File: src/verilog/tpcc_pkg.sv
// Package of constants and types for the timer prescale counter core
package tpcc_pkg;

   // ------------------------------------------------------------
   // Register byte addresses (one aligned word each)
   // ------------------------------------------------------------
   localparam logic [3:0] ADDR_STATUS_CONTROL = 4'h0; // Status/control
   localparam logic [3:0] ADDR_COUNTER_HIGH = 4'h4; // Counter high byte
   localparam logic [3:0] ADDR_COUNTER_LOW = 4'h8; // Counter low byte
   localparam logic [3:0] ADDR_MODULO_HIGH = 4'hc; // Modulo high byte
   localparam logic [4:0] ADDR_MODULO_LOW = 5'h10; // Modulo low byte

   // ------------------------------------------------------------
   // Field positions in the status/control register
   // ------------------------------------------------------------
   localparam int SC_FLAG_BIT = 7; // Overflow flag
   localparam int SC_IRQ_EN_BIT = 6; // Overflow interrupt enable
   localparam int SC_CENTER_BIT = 5; // Center-align select
   localparam int SC_SRC_LSB = 3; // Clock source field low bit
   localparam int SC_DIV_LSB = 0; // Prescale field low bit

   // ------------------------------------------------------------
   // Reset values
   // ------------------------------------------------------------
   localparam logic [15:0] COUNTER_RESET = 16'h0000; // Counter at reset
   localparam logic [15:0] MODULO_RESET = 16'h0000; // Modulo at reset
   localparam logic [15:0] MODULO_ALL_ONES = 16'hffff; // Also free running
   localparam logic [7:0] SC_RESET = 8'h00; // Control bits at reset
   localparam logic [1:0] AXI_OKAY = 2'h0; // Normal response
   localparam logic [1:0] AXI_SLVERR = 2'h2; // Unmapped address

   // ------------------------------------------------------------
   // Clock source encoding
   // ------------------------------------------------------------
   typedef enum logic [1:0]
   {
      TPCC_CLK_NONE = 2'h0,
      TPCC_CLK_BUS = 2'h1,
      TPCC_CLK_FIXED = 2'h2,
      TPCC_CLK_EXT = 2'h3
   } tpcc_clk_src_t;

   // Control fields held in the status/control register
   typedef struct packed
   {
      logic irq_en; // Overflow interrupt enable
      logic center; // Center-align select
      tpcc_clk_src_t clk_src; // Clock source select
      logic [2:0] div_sel; // Prescale divisor select
   } tpcc_ctrl_t;

   // Register write requests toward the counter engine
   typedef struct packed
   {
      logic cnt_clear; // Any counter byte written
      logic mod_hi_we; // Modulo high byte written
      logic mod_lo_we; // Modulo low byte written
      logic [7:0] data; // Written byte
   } tpcc_wr_t;

endpackage : tpcc_pkg

File: src/verilog/tpcc_core.sv
// Timer prescale counter core: AXI4-Lite registers and overflow flag
// Operation
// - Up mode flags overflow on rollover to zero
// - Center mode flags overflow turning down
// - Clear flag by read-set then write zero
// - New overflow restarts the clear sequence
// - Write one ignored; reset clears control bits
// - Enabled flag raises interrupt request
// - Center select makes counter count up/down
// - Otherwise channels follow own mode bits
// - Clock source field picks none/bus/fixed/external
// - Fixed and external clocks are synchronised
// - Prescale divides by two to the code
// - Prescaler follows source selection
// - Counter byte read latches both bytes
// - Latch released by reset or counter/control writes
// - Counter low byte write clears counter
// - Either counter byte write clears counter
// - Reset clears the counter
// - Debug mode freezes counter and latch
// - At modulo wrap to zero or turn
// - Half-written modulo suppresses overflow
// - Reset loads modulo with zero
// - Modulo zero or all ones runs free
//
// Design decisions made here: the register addresses and the AXI4-Lite slave port.
`timescale 1ns/1ps
`default_nettype none
module tpcc_core
#(
   parameter int WIDTH = 16,
   parameter int DIV_WIDTH = 3
)
(
   input wire logic aclk,
   input wire logic aresetn,
   // AXI4-Lite slave
   input wire logic [4:0] s_axi_awaddr,
   input wire logic s_axi_awvalid,
   output logic s_axi_awready,
   input wire logic [31:0] s_axi_wdata,
   input wire logic [3:0] s_axi_wstrb,
   input wire logic s_axi_wvalid,
   output logic s_axi_wready,
   output logic [1:0] s_axi_bresp,
   output logic s_axi_bvalid,
   input wire logic s_axi_bready,
   input wire logic [4:0] s_axi_araddr,
   input wire logic s_axi_arvalid,
   output logic s_axi_arready,
   output logic [31:0] s_axi_rdata,
   output logic [1:0] s_axi_rresp,
   output logic s_axi_rvalid,
   input wire logic s_axi_rready,
   // Clock sources and debug
   input wire logic fixed_system_clock,
   input wire logic external_count_clock,
   input wire logic debug_active,
   // Toward the channels
   output logic overflow_irq,
   output logic [WIDTH-1:0] counter_value,
   output logic center_align_select,
   output logic count_down
);

   // ------------------------------------------------------------
   // Declarations
   // ------------------------------------------------------------
   tpcc_pkg::tpcc_ctrl_t ctrl_r; // Control fields
   logic overflow_flag_r; // Overflow flag
   logic clear_armed_r; // Flag read while set
   logic [1:0] dbg_sync_r; // Debug input synchroniser
   logic [4:0] aw_addr_r; // Held write address
   logic aw_full_r; // Write address taken
   logic [31:0] w_data_r; // Held write data
   logic [3:0] w_strb_r; // Held write strobes
   logic w_full_r; // Write data taken
   logic [WIDTH-1:0] latch_r; // Coherent read buffer
   logic latch_hi_r; // Buffer held, low byte still to read
   logic latch_lo_r; // Buffer held, high byte still to read
   logic [WIDTH-1:0] count; // Live counter
   logic [WIDTH-1:0] modulo; // Modulo value
   logic down; // Counting down
   logic overflow; // Overflow event
   logic tick; // Prescaler output
   logic do_write; // Write commits this cycle
   logic do_read; // Read commits this cycle
   logic wr_lane0; // Lowest byte lane written
   logic freeze; // Debug freeze
   tpcc_pkg::tpcc_wr_t wr; // Writes toward the counter
   logic [7:0] sc_byte; // Status/control readback

   // Decode of a word address
   function automatic logic hit(input logic [4:0] a, input logic [4:0] r);
      hit = (a[4:2] == r[4:2]);
   endfunction : hit

   // ------------------------------------------------------------
   // Debug synchroniser
   // ------------------------------------------------------------
   always_ff @(posedge aclk)
   begin
      if (!aresetn)
         dbg_sync_r <= 2'h0;
      else
         dbg_sync_r <= {dbg_sync_r[0], debug_active};
   end
   assign freeze = dbg_sync_r[1];

   // ------------------------------------------------------------
   // AXI4-Lite write channel
   // ------------------------------------------------------------
   assign do_write = aw_full_r & w_full_r & ~s_axi_bvalid;
   assign wr_lane0 = w_strb_r[0];

   // Take address and data in either order, answer with both
   always_ff @(posedge aclk)
   begin
      if (!aresetn)
      begin
         aw_full_r <= 1'b0;
         w_full_r <= 1'b0;
         aw_addr_r <= '0;
         w_data_r <= '0;
         w_strb_r <= '0;
         s_axi_awready <= 1'b0;
         s_axi_wready <= 1'b0;
         s_axi_bvalid <= 1'b0;
         s_axi_bresp <= tpcc_pkg::AXI_OKAY;
      end
      else
      begin
         s_axi_awready <= ~aw_full_r & ~s_axi_awready & ~s_axi_bvalid;
         s_axi_wready <= ~w_full_r & ~s_axi_wready & ~s_axi_bvalid;
         if (s_axi_awvalid && s_axi_awready)
         begin
            aw_full_r <= 1'b1;
            aw_addr_r <= s_axi_awaddr;
            s_axi_awready <= 1'b0;
         end
         if (s_axi_wvalid && s_axi_wready)
         begin
            w_full_r <= 1'b1;
            w_data_r <= s_axi_wdata;
            w_strb_r <= s_axi_wstrb;
            s_axi_wready <= 1'b0;
         end
         if (do_write)
         begin
            aw_full_r <= 1'b0;
            w_full_r <= 1'b0;
            s_axi_bvalid <= 1'b1;
            s_axi_bresp <= (aw_addr_r > tpcc_pkg::ADDR_MODULO_LOW + 5'h3)
                           ? tpcc_pkg::AXI_SLVERR : tpcc_pkg::AXI_OKAY;
         end
         else if (s_axi_bvalid && s_axi_bready)
            s_axi_bvalid <= 1'b0;
      end
   end

   // Write requests that reach the counter engine
   always_comb
   begin
      wr.data = w_data_r[7:0];
      wr.cnt_clear = do_write & wr_lane0
         & (hit(aw_addr_r, {1'b0, tpcc_pkg::ADDR_COUNTER_HIGH})
          | hit(aw_addr_r, {1'b0, tpcc_pkg::ADDR_COUNTER_LOW}));
      wr.mod_hi_we = do_write & wr_lane0
         & hit(aw_addr_r, {1'b0, tpcc_pkg::ADDR_MODULO_HIGH});
      wr.mod_lo_we = do_write & wr_lane0
         & hit(aw_addr_r, tpcc_pkg::ADDR_MODULO_LOW);
   end

   // ------------------------------------------------------------
   // Control fields
   // ------------------------------------------------------------
   always_ff @(posedge aclk)
   begin
      if (!aresetn)
         ctrl_r <= tpcc_pkg::tpcc_ctrl_t'(tpcc_pkg::SC_RESET[6:0]);
      else if (do_write && wr_lane0
               && hit(aw_addr_r, {1'b0, tpcc_pkg::ADDR_STATUS_CONTROL}))
         ctrl_r <= tpcc_pkg::tpcc_ctrl_t'(w_data_r[6:0]);
   end

   // ------------------------------------------------------------
   // Overflow flag with read-then-write-zero clear
   // ------------------------------------------------------------
   always_ff @(posedge aclk)
   begin
      if (!aresetn)
      begin
         overflow_flag_r <= 1'b0;
         clear_armed_r <= 1'b0;
      end
      else if (overflow)
      begin
         overflow_flag_r <= 1'b1;
         clear_armed_r <= 1'b0;
      end
      else
      begin
         if (do_read && overflow_flag_r
             && hit(s_axi_araddr, {1'b0, tpcc_pkg::ADDR_STATUS_CONTROL}))
            clear_armed_r <= 1'b1;
         if (do_write && wr_lane0
             && hit(aw_addr_r, {1'b0, tpcc_pkg::ADDR_STATUS_CONTROL}))
         begin
            if (clear_armed_r && !w_data_r[tpcc_pkg::SC_FLAG_BIT])
               overflow_flag_r <= 1'b0;
            clear_armed_r <= 1'b0;
         end
      end
   end

   // ------------------------------------------------------------
   // Coherent counter read buffer
   // ------------------------------------------------------------
   assign do_read = s_axi_arvalid & s_axi_arready;

   always_ff @(posedge aclk)
   begin
      if (!aresetn)
      begin
         latch_hi_r <= 1'b0;
         latch_lo_r <= 1'b0;
         latch_r <= tpcc_pkg::COUNTER_RESET;
      end
      else if (wr.cnt_clear || (do_write && wr_lane0
               && hit(aw_addr_r, {1'b0, tpcc_pkg::ADDR_STATUS_CONTROL})))
      begin
         latch_hi_r <= 1'b0;
         latch_lo_r <= 1'b0;
      end
      else if (do_read && !freeze)
      begin
         if (hit(s_axi_araddr, {1'b0, tpcc_pkg::ADDR_COUNTER_HIGH}))
         begin
            if (latch_lo_r)
               latch_lo_r <= 1'b0;
            else if (!latch_hi_r)
            begin
               latch_r <= count;
               latch_hi_r <= 1'b1;
            end
         end
         else if (hit(s_axi_araddr, {1'b0, tpcc_pkg::ADDR_COUNTER_LOW}))
         begin
            if (latch_hi_r)
               latch_hi_r <= 1'b0;
            else if (!latch_lo_r)
            begin
               latch_r <= count;
               latch_lo_r <= 1'b1;
            end
         end
      end
   end

   // ------------------------------------------------------------
   // AXI4-Lite read channel
   // ------------------------------------------------------------
   assign sc_byte = {overflow_flag_r, ctrl_r};

   // One read at a time; data from the buffer when held
   always_ff @(posedge aclk)
   begin
      if (!aresetn)
      begin
         s_axi_arready <= 1'b0;
         s_axi_rvalid <= 1'b0;
         s_axi_rdata <= '0;
         s_axi_rresp <= tpcc_pkg::AXI_OKAY;
      end
      else
      begin
         s_axi_arready <= ~s_axi_arready & ~s_axi_rvalid;
         if (do_read)
         begin
            s_axi_arready <= 1'b0;
            s_axi_rvalid <= 1'b1;
            s_axi_rresp <= tpcc_pkg::AXI_OKAY;
            unique case (s_axi_araddr[4:2])
               3'h0: s_axi_rdata <= {24'h000000, sc_byte};
               3'h1: s_axi_rdata <= {24'h000000,
                  (latch_hi_r | latch_lo_r) ? latch_r[15:8] : count[15:8]};
               3'h2: s_axi_rdata <= {24'h000000,
                  (latch_hi_r | latch_lo_r) ? latch_r[7:0] : count[7:0]};
               3'h3: s_axi_rdata <= {24'h000000, modulo[15:8]};
               3'h4: s_axi_rdata <= {24'h000000, modulo[7:0]};
               default:
               begin
                  s_axi_rdata <= '0;
                  s_axi_rresp <= tpcc_pkg::AXI_SLVERR;
               end
            endcase
         end
         else if (s_axi_rvalid && s_axi_rready)
            s_axi_rvalid <= 1'b0;
      end
   end

   // ------------------------------------------------------------
   // Clock path and counter
   // ------------------------------------------------------------
   tpcc_prescaler #(.DIV_WIDTH(DIV_WIDTH)) u_prescaler
   (
      .aclk(aclk),
      .aresetn(aresetn),
      .clk_src(ctrl_r.clk_src),
      .div_sel(ctrl_r.div_sel),
      .freeze(freeze),
      .fixed_system_clock(fixed_system_clock),
      .external_count_clock(external_count_clock),
      .tick(tick)
   );

   tpcc_counter #(.WIDTH(WIDTH)) u_counter
   (
      .aclk(aclk),
      .aresetn(aresetn),
      .tick(tick),
      .center(ctrl_r.center),
      .wr(wr),
      .count(count),
      .modulo(modulo),
      .down(down),
      .overflow(overflow)
   );

   // ------------------------------------------------------------
   // Registered outputs toward the channels
   // ------------------------------------------------------------
   always_ff @(posedge aclk)
   begin
      if (!aresetn)
      begin
         overflow_irq <= 1'b0;
         counter_value <= '0;
         center_align_select <= 1'b0;
         count_down <= 1'b0;
      end
      else
      begin
         overflow_irq <= overflow_flag_r & ctrl_r.irq_en;
         counter_value <= count;
         center_align_select <= ctrl_r.center;
         count_down <= down;
      end
   end

endmodule : tpcc_core
`default_nettype wire

File: src/verilog/tpcc_counter.sv
// Sixteen-bit counter with modulo, up/down mode and overflow event
`timescale 1ns/1ps
`default_nettype none
module tpcc_counter
#(
   parameter int WIDTH = 16
)
(
   input wire logic aclk,
   input wire logic aresetn,
   input wire logic tick,
   input wire logic center,
   input wire tpcc_pkg::tpcc_wr_t wr,
   output logic [WIDTH-1:0] count,
   output logic [WIDTH-1:0] modulo,
   output logic down,
   output logic overflow
);

   // ------------------------------------------------------------
   // State
   // ------------------------------------------------------------
   logic [WIDTH-1:0] count_r; // Counter value
   logic [WIDTH-1:0] mod_r; // Modulo value
   logic down_r; // Counting down in center mode
   logic mod_pend_r; // One modulo byte written, other pending
   logic free_run; // Modulo disabled
   logic at_top; // Counter at its top value
   logic wrap_up; // Up-count rollover step
   logic turn_down; // Center mode leaves the top

   assign free_run = (mod_r == tpcc_pkg::MODULO_RESET)
                   | (mod_r == tpcc_pkg::MODULO_ALL_ONES);
   assign at_top = free_run ? (count_r == tpcc_pkg::MODULO_ALL_ONES)
                            : (count_r == mod_r);
   assign wrap_up = tick & ~center & at_top;
   assign turn_down = tick & center & ~down_r & at_top;

   // Counter stepping, cleared by any counter byte write
   always_ff @(posedge aclk)
   begin
      if (!aresetn)
      begin
         count_r <= tpcc_pkg::COUNTER_RESET;
         down_r <= 1'b0;
      end
      else if (wr.cnt_clear)
      begin
         count_r <= tpcc_pkg::COUNTER_RESET;
         down_r <= 1'b0;
      end
      else if (!center)
      begin
         down_r <= 1'b0;
         if (tick)
            count_r <= at_top ? tpcc_pkg::COUNTER_RESET
                              : count_r + 1'b1;
      end
      else if (tick)
      begin
         if (turn_down)
         begin
            down_r <= 1'b1;
            count_r <= count_r - 1'b1;
         end
         else if (down_r && count_r == tpcc_pkg::COUNTER_RESET)
         begin
            down_r <= 1'b0;
            count_r <= count_r + 1'b1;
         end
         else
            count_r <= down_r ? count_r - 1'b1 : count_r + 1'b1;
      end
   end

   // ------------------------------------------------------------
   // Modulo bytes and the write guard
   // ------------------------------------------------------------
   always_ff @(posedge aclk)
   begin
      if (!aresetn)
      begin
         mod_r <= tpcc_pkg::MODULO_RESET;
         mod_pend_r <= 1'b0;
      end
      else
      begin
         if (wr.mod_hi_we)
            mod_r[WIDTH-1:8] <= wr.data;
         if (wr.mod_lo_we)
            mod_r[7:0] <= wr.data;
         if (wr.mod_hi_we || wr.mod_lo_we)
            mod_pend_r <= ~mod_pend_r;
      end
   end

   assign count = count_r;
   assign modulo = mod_r;
   assign down = down_r;
   // Overflow event, held back while a modulo write is half done
   assign overflow = (wrap_up | turn_down) & ~mod_pend_r;

endmodule : tpcc_counter
`default_nettype wire

File: src/verilog/tpcc_prescaler.sv
// Clock source selection, synchronisers and power-of-two prescaler
`timescale 1ns/1ps
`default_nettype none
module tpcc_prescaler
#(
   parameter int DIV_WIDTH = 3
)
(
   input wire logic aclk,
   input wire logic aresetn,
   input wire tpcc_pkg::tpcc_clk_src_t clk_src,
   input wire logic [DIV_WIDTH-1:0] div_sel,
   input wire logic freeze,
   input wire logic fixed_system_clock,
   input wire logic external_count_clock,
   output logic tick
);

   // ------------------------------------------------------------
   // Synchronisers for the slow clocks
   // ------------------------------------------------------------
   logic [1:0] fix_sync_r; // Fixed clock sync pair
   logic [1:0] ext_sync_r; // External clock sync pair
   logic fix_prev_r; // Last synced fixed level
   logic ext_prev_r; // Last synced external level
   logic [(1<<DIV_WIDTH)-2:0] div_r; // Prescale divider
   logic src_edge; // One step of the chosen source
   logic [(1<<DIV_WIDTH)-2:0] div_mask; // Bits compared for a tick

   // Two flops per input, second stage feeds edge detection
   always_ff @(posedge aclk)
   begin
      if (!aresetn)
      begin
         fix_sync_r <= 2'h0;
         ext_sync_r <= 2'h0;
         fix_prev_r <= 1'b0;
         ext_prev_r <= 1'b0;
      end
      else
      begin
         fix_sync_r <= {fix_sync_r[0], fixed_system_clock};
         ext_sync_r <= {ext_sync_r[0], external_count_clock};
         fix_prev_r <= fix_sync_r[1];
         ext_prev_r <= ext_sync_r[1];
      end
   end

   // ------------------------------------------------------------
   // Source select, then prescale
   // ------------------------------------------------------------
   always_comb
   begin
      unique case (clk_src)
         tpcc_pkg::TPCC_CLK_NONE: src_edge = 1'b0;
         tpcc_pkg::TPCC_CLK_BUS: src_edge = 1'b1;
         tpcc_pkg::TPCC_CLK_FIXED: src_edge = fix_sync_r[1] & ~fix_prev_r;
         tpcc_pkg::TPCC_CLK_EXT: src_edge = ext_sync_r[1] & ~ext_prev_r;
      endcase
      src_edge = src_edge & ~freeze;
   end

   // Mask of low divider bits that must be ones: 2^div_sel - 1
   assign div_mask = ((1<<DIV_WIDTH)-1)'((1 << div_sel) - 1);

   // Divider counts source steps; holds when no source
   always_ff @(posedge aclk)
   begin
      if (!aresetn)
         div_r <= '0;
      else if (src_edge)
         div_r <= div_r + 1'b1;
   end

   // Tick on every 2^div_sel source steps
   assign tick = src_edge & ((div_r & div_mask) == div_mask);

endmodule : tpcc_prescaler
`default_nettype wire
File: config.mk
export PLATFORM = sky130hd
export DESIGN_NAME = tpcc_core
export DESIGN_NICKNAME = d
export VERILOG_FILES = /design/src/verilog/tpcc_pkg.sv /design/src/verilog/tpcc_core.sv /design/src/verilog/tpcc_counter.sv /design/src/verilog/tpcc_prescaler.sv
export SDC_FILE = /design/constraint.sdc
export NUM_CORES = 1
export LEC_CHECK = 0
export BUFFER_PORTS_ARGS = -buffer_cell sky130_fd_sc_hd__buf_2
export CORE_ASPECT_RATIO = 1.4
export CORE_MARGIN = 2
export CORE_UTILIZATION = 59
export CTS_BUF_LIST = sky130_fd_sc_hd__clkbuf_4
export DETAILED_ROUTE_END_ITERATION = 10
export PLACE_DENSITY = 0.88
export SLEW_MARGIN = 10
export SYNTH_ARGS = -nofsm -noshare
export SYNTH_HDL_FRONTEND = slang
export SYNTH_SLANG_ARGS = --single-unit
File: constraint.sdc
create_clock -name aclk -period 3.5 [get_ports aclk]
set_clock_uncertainty 0.15 [all_clocks]
set_input_delay 0.7 -clock aclk [delete_from_list [all_inputs] [get_ports aclk]]
set_output_delay 0.7 -clock aclk [all_outputs]
set_load 0.1 [all_outputs]
==> results of run 1 <==
## cell families after synthesis
kind of cell | share of synthesized area, %
DFF | 36.44
buffers and inverters | 6.778
and+or+nand+nor | 27.17
other | 0.05505
xor gates and xnor gates | 3.600
muxes | 9.791
AOI/OAI and AO/OA | 15.61
adders and majority gates | 0.5511
## worst paths after layout
path,from,to
worst min register to register,u_prescaler.ext_sync_r[0],u_prescaler.ext_sync_r[1]
worst min-delay path,debug_active,dbg_sync_r[0]
worst max-delay path,u_counter.modulo[8],u_counter.count[11]
worst max register to register,u_counter.modulo[8],u_counter.count[11]
## final cells by class
class                      instances  area (sq um)
fill                             885          3659
timing repair buffer             102         633.1
antenna                            1         2.502
multi-input combinational        615          3966
inverter                          14         52.55
clock inverter                    14         170.2
tap                              144         180.2
sequential                       124          2482
clock buffer                      18         135.1
## synth_stat cells (5+ instances only)
| cell type | instances | area, sq um |
|---|---|---|
| dfxtp_1 | 124 | 2482 |
| nand2_1 | 83 | 311.6 |
| nor2b_1 | 58 | 362.9 |
| clkbuf_1 | 42 | 157.7 |
| mux2i_1 | 40 | 400.4 |
| nor2_1 | 40 | 150.1 |
| a21oi_1 | 38 | 190.2 |
| and2_1 | 36 | 225.2 |
| buf_4 | 26 | 195.2 |
| nor3_1 | 23 | 115.1 |
| mux2_2 | 21 | 236.5 |
| nand3_1 | 20 | 100.1 |
| a21boi_0 | 19 | 142.6 |
| xor2_1 | 18 | 157.7 |
| o21ai_0 | 17 | 85.08 |
| inv_1 | 14 | 52.55 |
| nand2b_1 | 13 | 81.33 |
| nor4_1 | 13 | 81.33 |
| a211oi_1 | 11 | 82.58 |
| nand4_1 | 11 | 68.82 |
| xnor2_1 | 10 | 87.58 |
| a222oi_1 | 9 | 90.09 |
| a31oi_1 | 9 | 56.30 |
| and3_1 | 9 | 56.30 |
| a22oi_1 | 6 | 45.04 |
| buf_2 | 6 | 30.03 |
| nor3b_1 | 6 | 45.04 |
| or2_2 | 5 | 31.28 |
| or4_1 | 5 | 37.54 |
## worst register-to-register path: cells and delay by family, from the launching register on
kind	cells	cell delay, ns
DFF	1	0.50
and+or+nand+nor	5	1.74
AOI/OAI and AO/OA	3	0.83
## stage by stage
| step | util (%) | power [mW] | std cells | instance area, sq um |
|---|---|---|---|---|
| detailed placement | 64.80 | 1.793 | 999 | 7310 |
| global route | 67.57 | 2.917 | 1032 | 7622 |
| finish | 67.57 | 2.826 | 1032 | 7622 |
| CTS | 67.50 | 2.840 | 1031 | 7615 |
| floorplan | - | 1.763 | 830 | 6905 |
| global placement | 64.80 | 1.789 | 999 | 7310 |
## per-layer routing
metal,wire (microns),part of all wire [%]
met5,0,0
met4,1391,7.5
met3,1715,9.3
met2,8706,47
met1,6685,36
## power groups by stage
stage          registers, mW  logic [mW]  clock network [mW]
2_1_floorplan           1.52       0.247                   0
3_3_place_gp            1.48       0.311                   0
3_5_place_dp            1.48       0.313                   0
4_1_cts                 1.45       0.315                1.08
5_1_grt                 1.45       0.334                1.13
6_report                1.45       0.317                1.06
## timing repair
item,CTS,global route
endpoints found under the setup margin,0,1
resized for setup,0,1
buffers inserted,0,0
## sequential cells by signal, indices dropped and copies added, names as in the netlist, 2 cells and up
| register | flops |
|---|---|
| counter_value | 16 |
| latch_r | 16 |
| u_counter.count | 16 |
| u_counter.modulo | 16 |
| s_axi_rdata | 8 |
| w_data_r | 8 |
| ctrl_r | 7 |
| u_prescaler.div_r | 7 |
| aw_addr_r | 3 |
| dbg_sync_r | 2 |
| u_prescaler.ext_sync_r | 2 |
| u_prescaler.fix_sync_r | 2 |
==> impl_metrics.env, run 1 <==
export IMPL_num_vias=6439
export IMPL_cts_root_buffer_cell="clkbuf_4"
export IMPL_synth_cells=805
export IMPL_p_sw_share_pct=29.26
export IMPL_crit_arrival_ns=3.59
export IMPL_cts_made_buffers=17
export IMPL_path_clk_slew_ns=0.12
export IMPL_drt_first_pass_iters=9
export IMPL_grt_first_pass_wirelength_mm=28.87
export IMPL_area_growth_pct=11.90
export IMPL_gp_congestion=1.001
export IMPL_ys_warn_count=0
export IMPL_yosysUniqueCellTypes=70
export IMPL_grt_overflow_total=0
export IMPL_critPathBufInv=0
export IMPL_ff2ff_path_depth=8
export IMPL_final_cell_mix="dfxtp_1 (124), nand2_1 (83), nor2b_1 (58), buf_2 (58), buf_4 (43)"
export IMPL_synth_seq_cells=124
export IMPL_synth_edf_count=0
export IMPL_met3_usage_pct=6.422
export IMPL_cts_buffer_depth=2
export IMPL_dp_worst_setup_slack_ns=0.2265
export IMPL_startpoint_type="flop"
export IMPL_dp_hpwl_mm=12.98
export IMPL_clock_sinks=124
export IMPL_cp_num_cells=8
export IMPL_synth_async_reset_ratio_pct=0
export IMPL_max_cap_violations=0
export IMPL_use_met2_pct=46.57
export IMPL_hold_viol=0
export IMPL_crit_fanout=13
export IMPL_drt_initial_drc_count=670
export IMPL_period_share_pct=93.90
export IMPL_nNetsFinal=933
export IMPL_wire_per_inst_microns=17.92
export IMPL_grt_util_all_layers_pct=29.50
export IMPL_core_area_sq_um=11280
export IMPL_drt_wl_total_mm=18.50
export IMPL_syn_area_sq_um=6812
export IMPL_setup_viol=0
export IMPL_drc=0
export IMPL_critPathMaxStageDelay_ns=0.60
export IMPL_max_vdd_ir_drop_mv=0.4034
export IMPL_drive_above_1_share_pct=19.50
export IMPL_hold_buffers=0
export IMPL_worst_slack_ns=0.2134
export IMPL_rsz0062_at_grt="no"
export IMPL_ys_flop_type="dfxtp_1"
export IMPL_power_leakage_nw=3.019
export IMPL_start_util_pct=60.38
export IMPL_clk_latency_ns=0.54
export IMPL_end_kind="flop"
export IMPL_crit_family="simple AND/OR/NAND/NOR gates"
export IMPL_p_int_mw=1.999
export IMPL_grt_max_degree=89
export IMPL_worstMarginPinSlew_ns=0.9834
export IMPL_crit_type="flop to flop"
export IMPL_r2r_slack_ns=0.21
export IMPL_seq_power_share_pct=51.2
export IMPL_hold_ws_ns=0.2183
export IMPL_die_h_microns=131.1
export IMPL_io_pins=116
export IMPL_grt_pass1_vias=5843
export IMPL_numPortBuffers=58
export IMPL_grt_busiest_layer="met2"
export IMPL_combPwrFrac_pct=11.2
export IMPL_relSlewSlack_pct=34.20
export IMPL_antenna_found_initial=1
export IMPL_cts_tree="built"
export IMPL_cts_max_level=4
export IMPL_min_period_ns=3.287
export IMPL_clockPowerShare_pct=37.5
export IMPL_slew_viol_final=0
export IMPL_slowest_stage="or4_4"
export IMPL_layout_commonest_cell="dfxtp_1"
export IMPL_hold_class="input pin to flop"
export IMPL_dieArea_sq_um=12430
export IMPL_status="complete, no violations"
export IMPL_ant_nets=0
export IMPL_power_per_cell_area_nw_per_um2=370.7
export IMPL_die_w_microns=94.81
export IMPL_tns_ns=0
export IMPL_synth_avg_cell_area_sq_um=8.462
export IMPL_via_per_inst=6.239
export IMPL_crit_required_ns=3.80
export IMPL_synth_seq_area_share_pct=36.44
export IMPL_path_cells="nand4_1 -> or4_4 -> a2111oi_4 -> o22ai_1 -> or3_4 -> and2_1 -> o21ai_0 -> nor4b_1"
export IMPL_min_path_cells=2
export IMPL_power_switching_mw=0.8268
export IMPL_fp_row_count=46
export IMPL_clock_fmax_mhz=304.3
export IMPL_met1_usage_pct=34.25
No activity file was read; power rests on OpenSTA's default activity.
==> inputs of run 2 (changes only) <==
CORE_UTILIZATION = 57   (was 59)
CTS_BUF_LIST = sky130_fd_sc_hd__clkbuf_4 sky130_fd_sc_hd__clkbuf_8 sky130_fd_sc_hd__clkbuf_16   (was sky130_fd_sc_hd__clkbuf_4)
PLACE_DENSITY = 0.86   (was 0.88)
==> run 2 against run 1 <==
Net effect:
- critical path type unchanged
- combinational power is essentially flat
- final cell count grew 0.29%
- core utilization shrank 0.64 points
- clock power grew 54%
- largest cell class unchanged
- sequential share of layout area shrank 1.0 points
- final area grew 3.3%
==> impl_metrics.env, run 2 (synthesis gave the netlist of run 1 again) <==
export IMPL_antenna_found_initial=0
export IMPL_relSlewSlack_pct=36.40
export IMPL_num_antenna_cells=0
export IMPL_r2r_slack_ns=0.20
export IMPL_final_util_pct=66.93
export IMPL_crit_type="flop to flop"
export IMPL_max_vdd_ir_drop_mv=0.3335
export IMPL_path_clk_slew_ns=0.06
export IMPL_grt_util_all_layers_pct=30.35
export IMPL_drt_initial_drc_count=499
export IMPL_hold_class="flop to flop"
export IMPL_grt_max_degree=74
export IMPL_met1_usage_pct=35.09
export IMPL_grt_pass1_vias=6032
export IMPL_power_leakage_nw=3.129
export IMPL_power_per_cell_area_nw_per_um2=431.9
export IMPL_num_vias=6382
export IMPL_period_share_pct=94.32
export IMPL_power_total_mw=3.400
export IMPL_dp_worst_setup_slack_ns=0.2681
export IMPL_hold_buffers=0
export IMPL_dieArea_sq_um=12850
export IMPL_grt_overflow_total=0
export IMPL_final_cell_mix="dfxtp_1 (123), nand2_1 (83), nor2b_1 (58), buf_2 (58), buf_4 (44)"
export IMPL_max_cap_violations=0
export IMPL_final_cell_area_sq_um=7871
export IMPL_met3_usage_pct=7.127
export IMPL_dp_hpwl_mm=12.91
export IMPL_critPathMaxStageDelay_ns=0.56
export IMPL_hold_viol=0
export IMPL_path_cells="nand4_1 -> or4_4 -> a2111oi_4 -> o22ai_1 -> or3_4 -> and2_1 -> o21ai_0 -> nor4b_1"
export IMPL_ant_nets=0
export IMPL_crit_required_ns=3.68
export IMPL_layout_commonest_cell="dfxtp_1"
export IMPL_worstMarginPinSlew_ns=0.9505
export IMPL_fp_row_count=47
export IMPL_crit_arrival_ns=3.48
export IMPL_clock_sinks=124
export IMPL_hold_start="u_prescaler.ext_sync_r[0]"
export IMPL_setup_viol=0
export IMPL_cts_made_buffers=17
export IMPL_drt_wl_total_mm=18.85
export IMPL_gp_congestion=1.027
export IMPL_io_pins=116
export IMPL_start_util_pct=57.91
export IMPL_numPortBuffers=58
export IMPL_grt_busiest_layer="met2"
export IMPL_use_met2_pct=48.53
export IMPL_crit_family="simple AND/OR/NAND/NOR gates"
export IMPL_status="complete, no violations"
export IMPL_grt_first_pass_wirelength_mm=30.07
export IMPL_wire_per_inst_microns=18.21
export IMPL_drt_first_pass_iters=7
export IMPL_cts_max_level=4
export IMPL_tns_ns=0
export IMPL_ctsResizeCount=0
export IMPL_clock_fmax_mhz=302.9
export IMPL_end_kind="flop"
export IMPL_die_w_microns=96.39
export IMPL_rsz0062_at_grt="no"
export IMPL_slowest_stage="or4_4"
export IMPL_cts_root_buffer_cell="clkbuf_16"
export IMPL_crit_fanout=13
export IMPL_slew_viol_final=0
export IMPL_crit_start="u_counter.modulo[10]"
export IMPL_drc=0
export IMPL_die_h_microns=133.3
export IMPL_nNetsFinal=934
export IMPL_finish_cell_count_without_fillers=1035
export IMPL_post_cts_buffers=0
export IMPL_cts_tree="built"
export IMPL_core_area_sq_um=11760
export IMPL_hold_ws_ns=0.2820
export IMPL_dp_cells=1003
export IMPL_reg2reg_from="u_counter.modulo[10]"
export IMPL_cts_buffer_depth=2
export IMPL_area_growth_pct=15.56
export IMPL_drive_above_1_share_pct=19.71
export IMPL_critPathBufInv=0
export IMPL_placed_area_sq_um=7321
export IMPL_worst_slack_ns=0.1988
export IMPL_via_per_inst=6.166
export IMPL_min_period_ns=3.301
export IMPL_startpoint_type="flop"
export IMPL_clk_latency_ns=0.43
-- run 2: area by class of cell --
type	instances	area, sq um
fill	961	3890
multi-input combinational	615	3961
tap	147	183.9
timing repair buffer	103	640.6
inverter	14	52.55
clock inverter	12	88.84
clock buffer	20	460.4
sequential	124	2484
-- run 2: path summary, 6_finish.rpt --
check | cells past startpoint | to
setup / recovery | 8 | u_counter.count[11]
setup reg to reg | 8 | u_counter.count[11]
hold reg to reg | 1 | u_prescaler.ext_sync_r[1]
hold / removal | 1 | u_prescaler.ext_sync_r[1]
-- run 2: layer usage --
metal / wire length [microns] / part of all wire (%) / up-vias
met5: 0 / 0 / -
met4: 1361 / 7.2 / 0
met3: 1571 / 8.3 / 124
met2: 8984 / 48 / 389
met1: 6933 / 37 / 2918
li1: - / - / 2951
-- run 2: report_power, final --
group | internal (mW) | switching, mW | total (mW)
combinational | 0.0652 | 0.252 | 0.317
clock | 0.954 | 0.679 | 1.63
sequential | 1.43 | 0.0177 | 1.45
total | 2.45 | 0.949 | 3.40
